## src/shared/rtc_temp_comp_consts.vh

```
// register map, field positions, reset values and timing for temperature compensation
`ifndef RTC_TEMP_COMP_CONSTS_VH
`define RTC_TEMP_COMP_CONSTS_VH

// register byte addresses on the device register port
`define ALPHA_COLD_ADDR 8'h0C
`define SENSE_CTRL_ADDR 8'h0D
`define FINAL_AT_ADDR 8'h0E
`define FINAL_DT_ADDR 8'h0F

// fields of the sense control / step gain register
`define TSE_BIT 7
`define BATTERY_COMP_ENABLE_BIT 6
`define BATTERY_COMP_RATE_BIT 5
`define GAIN_MSB 4
`define GAIN_LSB 0

// reset values (first power-up)
`define ALPHA_RESET 8'h00
`define CTRL_RESET 8'h00
`define FINAL_AT_RESET 6'h00
`define FINAL_DT_RESET 5'h00
`define READ_ZERO 8'h00

// coefficient scale 2048 as a shift, plus half-degree temperature codes squared
`define ALPHA_SCALE_SHIFT 11
`define TEMP_SQ_SHIFT 2

// step gain: base of 16 sixteenths, raise flag at the gain msb
`define GAIN_UNITY 5'h10
`define GAIN_RAISE_BIT 4

// trim limits: analog magnitude 31, digital magnitude 10, digital step in analog steps
`define AT_MAX_MAG 6'h1F
`define DT_MAX_MAG 5'h0A
`define DT_STEP_IN_AT 6'h1F
`define AT_SIGN_BIT 5
`define DT_SIGN_BIT 4

// timing: conversion time in ms, clock in kHz, battery periods in minutes
`define CONV_TIME_MS 22
`define CLK_KHZ 50000
`define CONV_CYCLES (`CONV_TIME_MS * `CLK_KHZ)
`define PERIOD_LONG_MIN 10
`define PERIOD_SHORT_MIN 1
`define CYCLES_PER_MIN 36'hB2D05E00
`define PERIOD_LONG_CYCLES (`PERIOD_LONG_MIN * `CYCLES_PER_MIN)
`define PERIOD_SHORT_CYCLES (`PERIOD_SHORT_MIN * `CYCLES_PER_MIN)

// temperature code of the crystal turnover point
`define TURNOVER_CODE 10'h24E

`endif

```

## src/comp_period_timer.v

```verilog
// periodic trigger for repeated temperature sense cycles
`timescale 1ns/100ps
`include "rtc_temp_comp_consts.vh"

module comp_period_timer #(
  parameter [35:0] LONG_CYCLES = `PERIOD_LONG_CYCLES,
  parameter [35:0] SHORT_CYCLES = `PERIOD_SHORT_CYCLES
) (
  input wire sys_clk,
  input wire reset,
  input wire run,
  input wire use_short,
  output reg tick
);

  reg [35:0] count_q; // cycles since the last trigger
  wire [35:0] limit; // selected period length

  assign limit = use_short ? SHORT_CYCLES : LONG_CYCLES;

  ////////////////////////////////////////////////////////////////////
  // counter restarts whenever the block is not allowed to run, so a
  // suppressed spell always costs one full period before the next cycle
  always @(posedge sys_clk) begin
    if (reset || !run) begin
      count_q <= 36'h000000000;
      tick <= 1'b0;
    end else if (count_q >= limit - 36'h000000001) begin
      count_q <= 36'h000000000;
      tick <= 1'b1;
    end else begin
      count_q <= count_q + 36'h000000001;
      tick <= 1'b0;
    end
  end

endmodule

```

## src/trim_calc.v

```verilog
// temperature to final analog and digital trim arithmetic
`timescale 1ns/100ps
`include "rtc_temp_comp_consts.vh"

module trim_calc #(
  parameter [9:0] TURNOVER = `TURNOVER_CODE
) (
  input wire [9:0] temp_avg,
  input wire [7:0] alpha_cold,
  input wire [7:0] alpha_hot,
  input wire [4:0] gain,
  input wire [5:0] init_at,
  input wire [4:0] init_dt,
  output wire [5:0] final_at,
  output wire [4:0] final_dt
);

  wire below; // temperature on the cold side of turnover
  wire [9:0] mag; // distance from turnover in codes
  wire [7:0] alpha; // coefficient for this side
  wire [27:0] prod; // alpha times distance squared
  wire [9:0] ppm; // frequency shift to cancel, clipped
  wire [5:0] f16; // analog step size in sixteenths, 32 at the top gain
  wire [13:0] steps; // analog steps needed at this gain
  wire [13:0] dig_full; // whole digital steps before clipping
  wire [6:0] dig; // whole digital steps taken from the total
  wire [13:0] rem; // leftover analog steps
  wire [7:0] rem_sat; // leftover steps saturated to a byte
  wire [5:0] dt_enc; // digital trim encoding before narrowing
  wire signed [8:0] at_sum; // initial analog trim plus leftover
  wire signed [6:0] dt_sum; // initial digital trim plus whole steps

  assign below = temp_avg < TURNOVER;
  assign mag = below ? TURNOVER - temp_avg : temp_avg - TURNOVER;
  assign alpha = below ? alpha_cold : alpha_hot;
  assign prod = mag * mag * alpha;
  assign ppm = (prod[27:23] != 5'h00) ? 10'h3FF : prod[22:13];
  // gain codes 00001 to 01111 lower the step, codes with the msb set raise it
  // six bits so that the 2.0 code (32 sixteenths) cannot wrap to zero
  assign f16 = gain[`GAIN_RAISE_BIT] ? {1'b0, `GAIN_UNITY} + 6'h01 + {2'b00, gain[3:0]}
                                     : {1'b0, `GAIN_UNITY} - {2'b00, gain[3:0]};
  // a variable divide is large, but it runs once per conversion cycle
  assign steps = {ppm, 4'h0} / {8'h00, f16};
  assign dig_full = steps / {8'h00, `DT_STEP_IN_AT};
  assign dig = (dig_full > 14'h000A) ? 7'h0A : dig_full[6:0];
  assign rem = steps - {7'h00, dig} * {8'h00, `DT_STEP_IN_AT};
  // a clipped digital part leaves a large remainder; saturate, never wrap
  assign rem_sat = (rem[13:8] != 6'h00) ? 8'hFF : rem[7:0];
  assign at_sum = sm_at(init_at) + $signed({1'b0, rem_sat});
  assign dt_sum = sm_dt(init_dt) + $signed({1'b0, dig[5:0]});
  assign final_at = to_sm(at_sum, {3'h0, `AT_MAX_MAG}, `AT_SIGN_BIT);
  assign dt_enc = to_sm({{2{dt_sum[6]}}, dt_sum}, {4'h0, `DT_MAX_MAG}, `DT_SIGN_BIT);
  assign final_dt = dt_enc[4:0];

  // sign-magnitude analog trim to signed
  function signed [8:0] sm_at(input [5:0] v);
    sm_at = v[`AT_SIGN_BIT] ? -$signed({4'h0, v[4:0]}) : $signed({4'h0, v[4:0]});
  endfunction

  // sign-magnitude digital trim to signed
  function signed [6:0] sm_dt(input [4:0] v);
    sm_dt = v[`DT_SIGN_BIT] ? -$signed({3'h0, v[3:0]}) : $signed({3'h0, v[3:0]});
  endfunction

  // clip a signed value to +/- lim and encode as sign-magnitude
  function [5:0] to_sm(input signed [8:0] v, input [8:0] lim, input integer sb);
    reg [8:0] m;
    begin
      m = v[8] ? -v : v;
      if (m > lim) begin
        m = lim;
      end
      to_sm = m[5:0];
      if (v[8] && m != 9'h000) begin
        to_sm[sb] = 1'b1;
      end
    end
  endfunction

endmodule

```

## src/rtc_temp_compensation_ctrl.v

```verilog
// temperature compensation control: coefficient, gain, sense enables, final trims
//
// Overview of operation
// - cold coefficient stores |alpha| times 2048
// - sense enable gates sensor, converter, trim; resets off
// - sensing off uses initial trims directly
// - enable starts two conversions, average stored
// - whole sequence ends about 22 ms after a write with sensing already allowed; an enabling write waits one repeat period
// - battery enable permits battery-mode compensation, default off
// - battery below 2.7 V suppresses battery-mode compensation
// - battery period 10 min or 1 min
// - battery conversion takes same 22 ms
// - 5-bit gain scales analog trim step
// - gain restores nominal 1 ppm analog step
// - final analog trim read-only, bits 7:6 zero
// - final digital trim read-only sign-magnitude
`timescale 1ns/100ps
`include "rtc_temp_comp_consts.vh"

module rtc_temp_compensation_ctrl #(
  parameter [20:0] CONV_CYCLES = `CONV_CYCLES,
  parameter [35:0] LONG_CYCLES = `PERIOD_LONG_CYCLES,
  parameter [35:0] SHORT_CYCLES = `PERIOD_SHORT_CYCLES,
  parameter [9:0] TURNOVER = `TURNOVER_CODE
) (
  input wire sys_clk,
  input wire reset,
  // device register port
  input wire [7:0] reg_addr,
  input wire [7:0] reg_wdata,
  input wire reg_wr,
  input wire reg_rd,
  output reg [7:0] reg_rdata,
  // values held by neighbouring registers
  input wire [7:0] alpha_hot,
  input wire [5:0] initial_analog_trim,
  input wire [4:0] initial_digital_trim,
  // analog side, asynchronous to sys_clk
  input wire [9:0] temp_code,
  input wire battery_mode,
  input wire vbat_low,
  // controls toward the sensor and the oscillator trim
  output wire sensor_enable,
  output reg [9:0] temp_result,
  output reg [5:0] analog_trim,
  output reg [4:0] digital_trim,
  output wire sense_busy
);

  ////////////////////////////////////////////////////////////////////
  // states of the sense cycle
  localparam [1:0] ST_IDLE = 2'b00; // waiting for enable or period
  localparam [1:0] ST_CONV1 = 2'b01; // first conversion running
  localparam [1:0] ST_CONV2 = 2'b10; // second conversion running
  localparam [1:0] ST_CALC = 2'b11; // average and trim update

  // half of the total sequence for each of the two conversions
  localparam [20:0] HALF_CYCLES = {1'b0, CONV_CYCLES[20:1]};

  ////////////////////////////////////////////////////////////////////
  // register state
  reg [7:0] alpha_cold_q; // cold-side coefficient byte
  reg [7:0] ctrl_q; // sense enables, rate and step gain
  reg [5:0] final_at_q; // last computed analog trim
  reg [4:0] final_dt_q; // last computed digital trim

  // sequencer state
  reg [1:0] state_q; // current sense cycle state
  reg [1:0] state_d; // next sense cycle state
  reg [20:0] conv_cnt_q; // cycles into the current conversion
  reg [9:0] sample1_q; // first conversion result

  // synchronisers for the analog-side inputs
  reg [9:0] temp_m_q; // first stage, read only by the second
  reg [9:0] temp_s_q; // settled temperature code
  reg batt_m_q; // first stage of battery mode
  reg batt_s_q; // settled battery mode
  reg low_m_q; // first stage of low battery flag
  reg low_s_q; // settled low battery flag

  // decoded controls
  wire temp_sense_enable; // temperature sense enable
  wire battery_comp_enable; // battery compensation enable
  wire battery_comp_rate; // battery compensation rate
  wire [4:0] gain; // analog trim step gain
  wire comp_allowed; // sensing may run in the present supply mode
  wire start_wr; // write that sets the sense enable
  wire period_tick; // periodic repeat request
  wire conv_done; // current conversion has run its time
  wire [10:0] sum; // sum of the two samples
  wire [5:0] calc_at; // freshly computed analog trim
  wire [4:0] calc_dt; // freshly computed digital trim

  assign temp_sense_enable = ctrl_q[`TSE_BIT];
  assign battery_comp_enable = ctrl_q[`BATTERY_COMP_ENABLE_BIT];
  assign battery_comp_rate = ctrl_q[`BATTERY_COMP_RATE_BIT];
  assign gain = ctrl_q[`GAIN_MSB:`GAIN_LSB];

  ////////////////////////////////////////////////////////////////////
  // two-flop synchronisers; the temperature bus only settles between
  // conversions, so a per-bit crossing is safe where it is sampled
  always @(posedge sys_clk) begin
    if (reset) begin
      temp_m_q <= 10'h000;
      temp_s_q <= 10'h000;
      batt_m_q <= 1'b0;
      batt_s_q <= 1'b0;
      low_m_q <= 1'b0;
      low_s_q <= 1'b0;
    end else begin
      temp_m_q <= temp_code;
      temp_s_q <= temp_m_q;
      batt_m_q <= battery_mode;
      batt_s_q <= batt_m_q;
      low_m_q <= vbat_low;
      low_s_q <= low_m_q;
    end
  end

  ////////////////////////////////////////////////////////////////////
  // compensation permission for the present supply
  // main supply: sense enable alone; battery: also the battery enable
  // and a healthy battery
  assign comp_allowed = temp_sense_enable && (!batt_s_q || (battery_comp_enable && !low_s_q));

  // a write with the enable set restarts a cycle once sensing is already allowed, which is what lets
  // the second of the two gain writes take effect at once
  assign start_wr = reg_wr && (reg_addr == `SENSE_CTRL_ADDR)
                 && reg_wdata[`TSE_BIT];

  ////////////////////////////////////////////////////////////////////
  // register writes; final trim addresses take no write
  always @(posedge sys_clk) begin
    if (reset) begin
      alpha_cold_q <= `ALPHA_RESET;
      ctrl_q <= `CTRL_RESET;
    end else if (reg_wr) begin
      case (reg_addr)
        `ALPHA_COLD_ADDR: begin
          alpha_cold_q <= reg_wdata;
        end
        `SENSE_CTRL_ADDR: begin
          ctrl_q <= reg_wdata;
        end
        default: begin
          // final trims and unmapped addresses ignore writes
          alpha_cold_q <= alpha_cold_q;
        end
      endcase
    end
  end

  ////////////////////////////////////////////////////////////////////
  // register reads, captured on the read strobe
  always @(posedge sys_clk) begin
    if (reset) begin
      reg_rdata <= `READ_ZERO;
    end else if (reg_rd) begin
      case (reg_addr)
        `ALPHA_COLD_ADDR: begin
          reg_rdata <= alpha_cold_q;
        end
        `SENSE_CTRL_ADDR: begin
          reg_rdata <= ctrl_q;
        end
        `FINAL_AT_ADDR: begin
          reg_rdata <= {2'b00, final_at_q};
        end
        `FINAL_DT_ADDR: begin
          reg_rdata <= {3'b000, final_dt_q};
        end
        default: begin
          reg_rdata <= `READ_ZERO;
        end
      endcase
    end
  end

  ////////////////////////////////////////////////////////////////////
  // repeat timer: battery mode uses the rate bit, main supply the short
  // period; it only runs between cycles
  comp_period_timer #(
    .LONG_CYCLES(LONG_CYCLES),
    .SHORT_CYCLES(SHORT_CYCLES)
  ) u_period (
    .sys_clk(sys_clk),
    .reset(reset),
    .run(comp_allowed && (state_q == ST_IDLE)),
    .use_short(!batt_s_q || battery_comp_rate),
    .tick(period_tick)
  );

  assign conv_done = (conv_cnt_q >= HALF_CYCLES - 21'h000001);

  ////////////////////////////////////////////////////////////////////
  // sense cycle next state; losing permission aborts without update
  always @* begin
    state_d = state_q;
    case (state_q)
      ST_IDLE: begin
        if (comp_allowed && (start_wr || period_tick)) begin
          state_d = ST_CONV1;
        end
      end
      ST_CONV1: begin
        if (!comp_allowed) begin
          state_d = ST_IDLE;
        end else if (conv_done) begin
          state_d = ST_CONV2;
        end
      end
      ST_CONV2: begin
        if (!comp_allowed) begin
          state_d = ST_IDLE;
        end else if (conv_done) begin
          state_d = ST_CALC;
        end
      end
      ST_CALC: begin
        state_d = ST_IDLE;
      end
      default: begin
        state_d = ST_IDLE;
      end
    endcase
    // a restart write while compensation is allowed begins a fresh pair of conversions
    if (start_wr && comp_allowed && state_q != ST_IDLE) begin
      state_d = ST_CONV1;
    end
  end

  ////////////////////////////////////////////////////////////////////
  // state register, conversion timer and first sample
  always @(posedge sys_clk) begin
    if (reset) begin
      state_q <= ST_IDLE;
      conv_cnt_q <= 21'h000000;
      sample1_q <= 10'h000;
    end else begin
      state_q <= state_d;
      if (state_d != state_q || state_d == ST_IDLE || start_wr) begin
        conv_cnt_q <= 21'h000000;
      end else begin
        conv_cnt_q <= conv_cnt_q + 21'h000001;
      end
      if (state_q == ST_CONV1 && conv_done) begin
        sample1_q <= temp_s_q;
      end
    end
  end

  // the sensor and converter run only inside a cycle
  assign sensor_enable = (state_q == ST_CONV1) || (state_q == ST_CONV2);
  assign sense_busy = (state_q != ST_IDLE);

  // average of the two conversions
  assign sum = {1'b0, sample1_q} + {1'b0, temp_s_q};

  ////////////////////////////////////////////////////////////////////
  // trim arithmetic on the averaged temperature
  trim_calc #(
    .TURNOVER(TURNOVER)
  ) u_calc (
    .temp_avg(temp_result),
    .alpha_cold(alpha_cold_q),
    .alpha_hot(alpha_hot),
    .gain(gain),
    .init_at(initial_analog_trim),
    .init_dt(initial_digital_trim),
    .final_at(calc_at),
    .final_dt(calc_dt)
  );

  ////////////////////////////////////////////////////////////////////
  // temperature result then both final trims one cycle later, the two
  // trims always changing on the same edge
  always @(posedge sys_clk) begin
    if (reset) begin
      temp_result <= 10'h000;
      final_at_q <= `FINAL_AT_RESET;
      final_dt_q <= `FINAL_DT_RESET;
    end else begin
      if (state_q == ST_CONV2 && state_d == ST_CALC) begin
        temp_result <= sum[10:1];
      end
      if (state_q == ST_CALC) begin
        final_at_q <= calc_at;
        final_dt_q <= calc_dt;
      end
    end
  end

  ////////////////////////////////////////////////////////////////////
  // trims applied to the oscillator: initial values while sensing is
  // off, otherwise the last computed pair, which stays put while
  // battery compensation is suppressed
  always @(posedge sys_clk) begin
    if (reset) begin
      analog_trim <= `FINAL_AT_RESET;
      digital_trim <= `FINAL_DT_RESET;
    end else if (!temp_sense_enable) begin
      analog_trim <= initial_analog_trim;
      digital_trim <= initial_digital_trim;
    end else begin
      analog_trim <= final_at_q;
      digital_trim <= final_dt_q;
    end
  end

endmodule

```

## config.mk

```make
export PLATFORM = sky130hd
export DESIGN_NAME = rtc_temp_compensation_ctrl
export DESIGN_NICKNAME = d
export VERILOG_FILES = /design/src/comp_period_timer.v /design/src/trim_calc.v /design/src/rtc_temp_compensation_ctrl.v
export VERILOG_INCLUDE_DIRS = /design/src /design/src/shared
export SDC_FILE = /design/constraint.sdc
export NUM_CORES = 1
export LEC_CHECK = 0
export ABC_AREA = 0
export BUFFER_PORTS_ARGS = -buffer_cell sky130_fd_sc_hd__buf_2
export CAP_MARGIN = 25
export CORE_MARGIN = 2
export CORE_UTILIZATION = 50
export DETAILED_ROUTE_END_ITERATION = 8
export PLACE_DENSITY = 0.76
export SKIP_CTS_REPAIR_TIMING = 1
export SYNTH_ARGS = -nofsm -noshare
export SYNTH_HDL_FRONTEND = slang
export SYNTH_SLANG_ARGS = --single-unit
```

## constraint.sdc

```tcl
create_clock -name sys_clk -period 54.7 [get_ports sys_clk]
set_input_delay 5.47 -clock sys_clk [delete_from_list [all_inputs] [get_ports sys_clk]]
set_output_delay 5.47 -clock sys_clk [all_outputs]
set_load 0.02 [all_outputs]
```

==> results of run 1 <==
## layer usage
layer	GRT usage, %	up-vias	share of wire, %
li1	-	10200	-
met1	33.3	10400	42
met2	45.7	817	47
met3	4.03	199	6.4
met4	10.2	4	3.8
met5	0	-	0.039
## worst max-delay path: cells and delay by family, from the launching register on
family                     cells  cell delay, ns
xor gates and xnor gates       5            1.75
DFF                            1            0.56
buffers and inverters         27            4.56
and+or+nand+nor               50           11.15
muxes                          3            0.85
AOI/OAI and AO/OA             95           19.34
adders and majority gates     33           12.43
## layout by cell type, fill, tap and decap left out, types with 28 or more instances in the layout
master    instances
a21o_1           36
xnor2_1          97
nor2_1          385
inv_1           318
mux2i_1          64
o21ai_0          93
nor3_1           61
and3_1           34
xor2_1           74
dfxtp_1         150
nand2_1         222
buf_2            81
nor2b_1          49
nand2b_1         43
o21bai_1         39
ha_1            252
nand3_1          72
o211ai_1         28
fa_1            170
a21oi_1         142
o21a_1           48
## registers in the layout (all words and copies together) (netlist names), 2 cells and up
name,cells
final_dt_q,5
u_period.count_q,36
reg_rdata,8
state_q,2
digital_trim,5
alpha_cold_q,8
temp_s_q,10
analog_trim,6
temp_m_q,10
sample1_q,10
ctrl_q,8
temp_result,10
conv_cnt_q,21
final_at_q,6
## final timing paths
| path | startpoint | to | slack, ns | cells after the start |
|---|---|---|---|---|
| max | temp_result[1] | final_at_q[5] | 3.87 | 213 |
| min | temp_m_q[5] | temp_s_q[5] | 0.44 | 1 |
| max reg2reg | temp_result[1] | final_at_q[5] | 3.87 | 213 |
| min reg2reg | temp_m_q[5] | temp_s_q[5] | 0.44 | 1 |
## area by class of cell
cell class,count,area [um^2]
antenna,9,22.5
inverter,328,1230
fill,4220,20600
tap,600,751
sequential,150,3000
clock inverter,15,184
timing repair buffer,100,567
clock buffer,17,425
multi-input combinational,2366,18700
## cells by family (layout without fill, tap and decap cells)
family / after synthesis / count (layout) / share of synthesized area, %
mux: 98 / 98 / 4.72
fa+ha+maj: 425 / 425 / 28.5
compound gates: 619 / 619 / 18.9
other cells: 2 / 31 / 0.0325
xor+xnor: 173 / 173 / 6.58
simple gates: 1029 / 1029 / 21.5
buf+inv: 413 / 460 / 6.87
flops: 150 / 150 / 13.0
## metrics by stage
step	std cells	setup WS (ns)	hold slack (ns)
after global routing	3579	0.0305	0.451
after CTS	3571	2.25	0.439
after floorplan	2929	9.33	0.414
after detailed placement	3539	2.43	0.432
final	3585	3.87	0.444
after global placement	3536	4.54	0.424
## cells in the mapped netlist, types with 23 or more instances
master and instances:
nor2_1 387, inv_1 318, ha_1 252, nand2_1 222
fa_1 170, dfxtp_1 150, a21oi_1 142, xnor2_1 98
o21ai_0 93, xor2_1 74, nand3_1 72, mux2i_1 66
clkbuf_1 64, nor3_1 61, nor2b_1 49, o21a_1 48
nand2b_1 43, o21bai_1 39, a21o_1 37, and3_1 34
o211ai_1 28, a31oi_1 23, nand4_1 23
==> flow_metrics.py, run 1 <==
metrics = {
    "grt": {
        "grt_pass1_vias": 21400,
        "grt_max_degree": 96,
        "grt_pass1_wl_mm": 104,
        "grt_overflow_total": 0,
        "grt.total_usage_pct": 26.5,
        "antenna_found_initial": 9,
    },
    "clock_network": {
        "cts_sinks": 150,
        "clk_pin_slew_worst_paths_ns": 0.07,
        "ctsLongestPathBuffers": 2,
        "cts_tree": "yes",
        "cts_root_buf": "clkbuf_16",
        "clk_latency_ns": 0.42,
        "cts-buffers-inserted": 17,
        "htreeDepth": 4,
    },
    "die": {
        "die_y_um": 219,
        "die_w_um": 219,
        "rows": 78,
        "start_util_pct": 50.9,
        "ioPinCount": 82,
        "core_area_um2": 45500,
        "die-area_um2": 48000,
    },
    "yosys": {
        "async_flop_share_pct": 0,
        "ys.flop_type": "dfxtp_1",
        "ys_seq_elements": 150,
        "synthTopCellsByArea": "fa_1 (15%), ha_1 (14%), dfxtp_1 (13%), nor2_1 (6.3%), inv_1 (5.2%)",
        "syn_area_um2": 23100,
        "synth.distinct_cells": 115,
        "syn_avg_cell_area_um2": 7.95,
        "ys_seq_area_share_pct": 13.0,
        "yosys_warnings": 0,
        "synth_edf_count": 0,
        "synth_cells": 2909,
        "yosysTopAreaCell": "fa_1",
        "synth_top_area_share_pct": 14.7,
    },
    "timing": {
        "fin_tns_setup_ns": 0,
        "fin_skew_ns": 0.0101,
        "slew_headroom_pct": 37.6,
        "drv_slew": 0,
        "rsz0062_at_grt": "false",
        "setup_violations": 0,
        "fin_crit_ns": 50.83,
        "max_freq_ghz": 0.0197,
        "worstMarginPinSlew_ns": 0.910,
        "fin_crit_sh_pct": 92.9,
        "hold_viol": 0,
    },
    "critical_path": {
        "critPathSlowestCell": "or4_1",
        "criticalPathCategory": "flip-flop to flip-flop",
        "end_kind": "flip-flop",
        "cp.required_ns": 54.97,
        "cpPeakStageDelay_ns": 0.66,
        "cp_common_cell": "ha_1",
        "cp_max_fo": 31,
        "worstPathArrival_ns": 51.09,
        "startpoint_type": "flip-flop",
    },
    "layout": {
        "syn_to_final_growth_pct": 7.59,
        "design_area_um2": 24900,
        "finalNetCount": 3436,
        "drive_gt1_share_pct": 8.67,
        "fin_util_pct": 54.7,
    },
    "run_status": {
        "status": "finished clean",
    },
    "detailed_routing": {
        "drtIter0Drc": 1929,
        "vias": 21600,
        "firstDrtPassIters": 7,
        "routedWlPerCell_um": 17.7,
        "vias_per_cell": 6.02,
        "drcViolationCount": 0,
        "detail-route-antenna-nets": 0,
        "drt_wl_total_mm": 63.6,
    },
    "place": {
        "gp_congestion": 0.992,
        "portBuffers": 81,
        "placed_area_um2": 24100,
        "dp_hpwl_mm": 51.2,
    },
    "flow_run": {
        "drv_cap": 0,
    },
    "min_path": {
        "min_path_type": "flip-flop to flip-flop",
    },
}
Power of run 1 is left out: the tool's default activity adds up to more than one toggle a clock period on the data nets, which glitch-free logic cannot reach.
==> run 2, diff against run 1 <==
- PLACE_DENSITY: 0.76 -> 0.78
- clock period: 54.7 -> 45.2 ns (I/O delays scaled with it)
==> run 2 against run 1 <==
Sequential share of layout area decreased by 0.28 points. Critical path depth is 4 higher. Die area is the same. Clock-buffer cell count up 2. Critical endpoint unchanged. Largest cell class unchanged. Highest routed layer is now met4.
==> flow_metrics.py, run 2 (same netlist as run 1, synthesis figures left out) <==
metrics = {
    "detailed_routing": {
        "firstDrtPassIters": 6,
        "drcViolationCount": 0,
        "drt_wl_total_mm": 60.8,
        "vias": 21400,
        "detail-route-antenna-nets": 0,
        "routedWlPerCell_um": 16.8,
        "vias_per_cell": 5.90,
        "drtIter0Drc": 1553,
    },
    "grt": {
        "grt_overflow_total": 0,
        "grt_max_degree": 96,
        "grt_pass1_wl_mm": 99.0,
        "grt.total_usage_pct": 24.9,
        "antenna_found_initial": 2,
        "grt_pass1_vias": 20500,
    },
    "critical_path": {
        "cp.required_ns": 45.47,
        "cp_top_family": "compound AO/OA/AOI/OAI gates",
        "cp_max_fo": 12,
        "startpoint_type": "flip-flop",
        "crit_buf_inv": 24,
        "cpPeakStageDelay_ns": 0.59,
        "critPathSlowestCell": "or4_1",
        "end_kind": "flip-flop",
        "criticalPathCategory": "flip-flop to flip-flop",
        "worstPathArrival_ns": 43.17,
        "cp_common_cell": "o21a_1",
    },
    "layout": {
        "layout_commonest_cell": "nor2_1",
        "seq_area_um2": 3020,
        "syn_to_final_growth_pct": 10.6,
        "top_register": "u_period.count_q",
        "final_cell_mix": "nor2_1 (383), inv_1 (313), ha_1 (249), nand2_1 (221), fa_1 (170)",
        "fill_cells": 4081,
        "fin_cells": 3622,
        "multiInputGateArea_um2": 19000,
        "fin_util_pct": 56.2,
        "reg.largest.list": "u_period.count_q (36), conv_cnt_q (21)",
        "largest_register_ffs": 36,
        "finalNetCount": 3480,
        "drive_gt1_share_pct": 12.1,
    },
    "place": {
        "portBuffers": 81,
        "dp_cells": 3567,
        "dp_hpwl_mm": 48.3,
        "gp_congestion": 0.950,
    },
    "die": {
        "start_util_pct": 50.9,
        "core_area_um2": 45500,
        "die_y_um": 219,
        "die-area_um2": 48000,
        "rows": 78,
        "ioPinCount": 82,
        "die_w_um": 219,
    },
    "timing": {
        "whs_ns": 0.432,
        "fin_crit_sh_pct": 94.9,
        "slew_headroom_pct": 28.5,
        "fin_skew_ns": 0.00959,
        "worstMarginPinSlew_ns": 1.05,
        "fin_crit_ns": 42.90,
        "hold_viol": 0,
        "setup_violations": 0,
        "drv_slew": 0,
        "max_freq_ghz": 0.0233,
    },
    "run_status": {
        "status": "finished clean",
    },
    "clock_network": {
        "clk_pin_slew_worst_paths_ns": 0.06,
        "htreeDepth": 4,
        "cts_root_buf": "clkbuf_16",
        "clk_latency_ns": 0.42,
        "ctsLongestPathBuffers": 2,
        "cts_tree": "yes",
        "cts-buffers-inserted": 17,
        "cts_sinks": 150,
    },
    "min_path": {
        "min_path_type": "flip-flop to flip-flop",
    },
    "flow_run": {
        "drv_cap": 0,
    },
}
run 2: changes by cell type in the layout (fill, tap and decap cells not counted), moves of 8 or more:
cell,change
dfxtp_1,-10
dfxtp_2,+10
o21ai_0,-8
a21oi_1,-15
a21oi_2,+14
buf_4,+44
run 2: layer usage:
metal / global-route usage, % / up-vias / routed length, um
li1: - / 10300 / -
met1: 32.8 / 10200 / 26300
met2: 43.1 / 771 / 29100
met3: 2.77 / 130 / 3850
met4: 7.09 / 0 / 1590
met5: 0 / - / 0
run 2: layout make-up:
class                      count  share of cell area (%)
multi-input combinational   2367                    74.5
sequential                   150                    11.8
inverter                     328                    4.83
timing repair buffer         143                    3.49
tap                          600                    2.93
clock buffer                  19                    1.69
clock inverter                13                   0.773
antenna                        2                  0.0196
run 2: worst register-to-register path: cells and delay by family, from the launching register on:
kind	cells	cell delay, ns
muxes	3	0.74
xor gates and xnor gates	5	0.90
buffers and inverters	24	2.52
adders and majority gates	33	11.92
DFF	1	0.38
and+or+nand+nor	53	8.77
AOI/OAI and AO/OA	99	17.50
run 2: worst paths after layout:
path | start | end | slack (ns) | depth (start not counted)
worst max-delay path | temp_result[2] | final_at_q[5] | 2.30 | 217
worst min-delay path | temp_m_q[2] | temp_s_q[2] | 0.43 | 1
worst max register to register | temp_result[2] | final_at_q[5] | 2.30 | 217
worst min register to register | temp_m_q[2] | temp_s_q[2] | 0.43 | 1
run 2: metrics by stage:
step           cell area (um^2)  worst slack, ns  TNS (ns)
2_1_floorplan             23200            0.119         0
3_3_place_gp              24300            0.905         0
3_5_place_dp              24300           -0.620     -1.75
4_1_cts                   25000           -0.689     -2.17
5_1_grt                   25600           -0.419    -0.435
6_report                  25600             2.30         0
Power of run 2 is left out for the same reason.
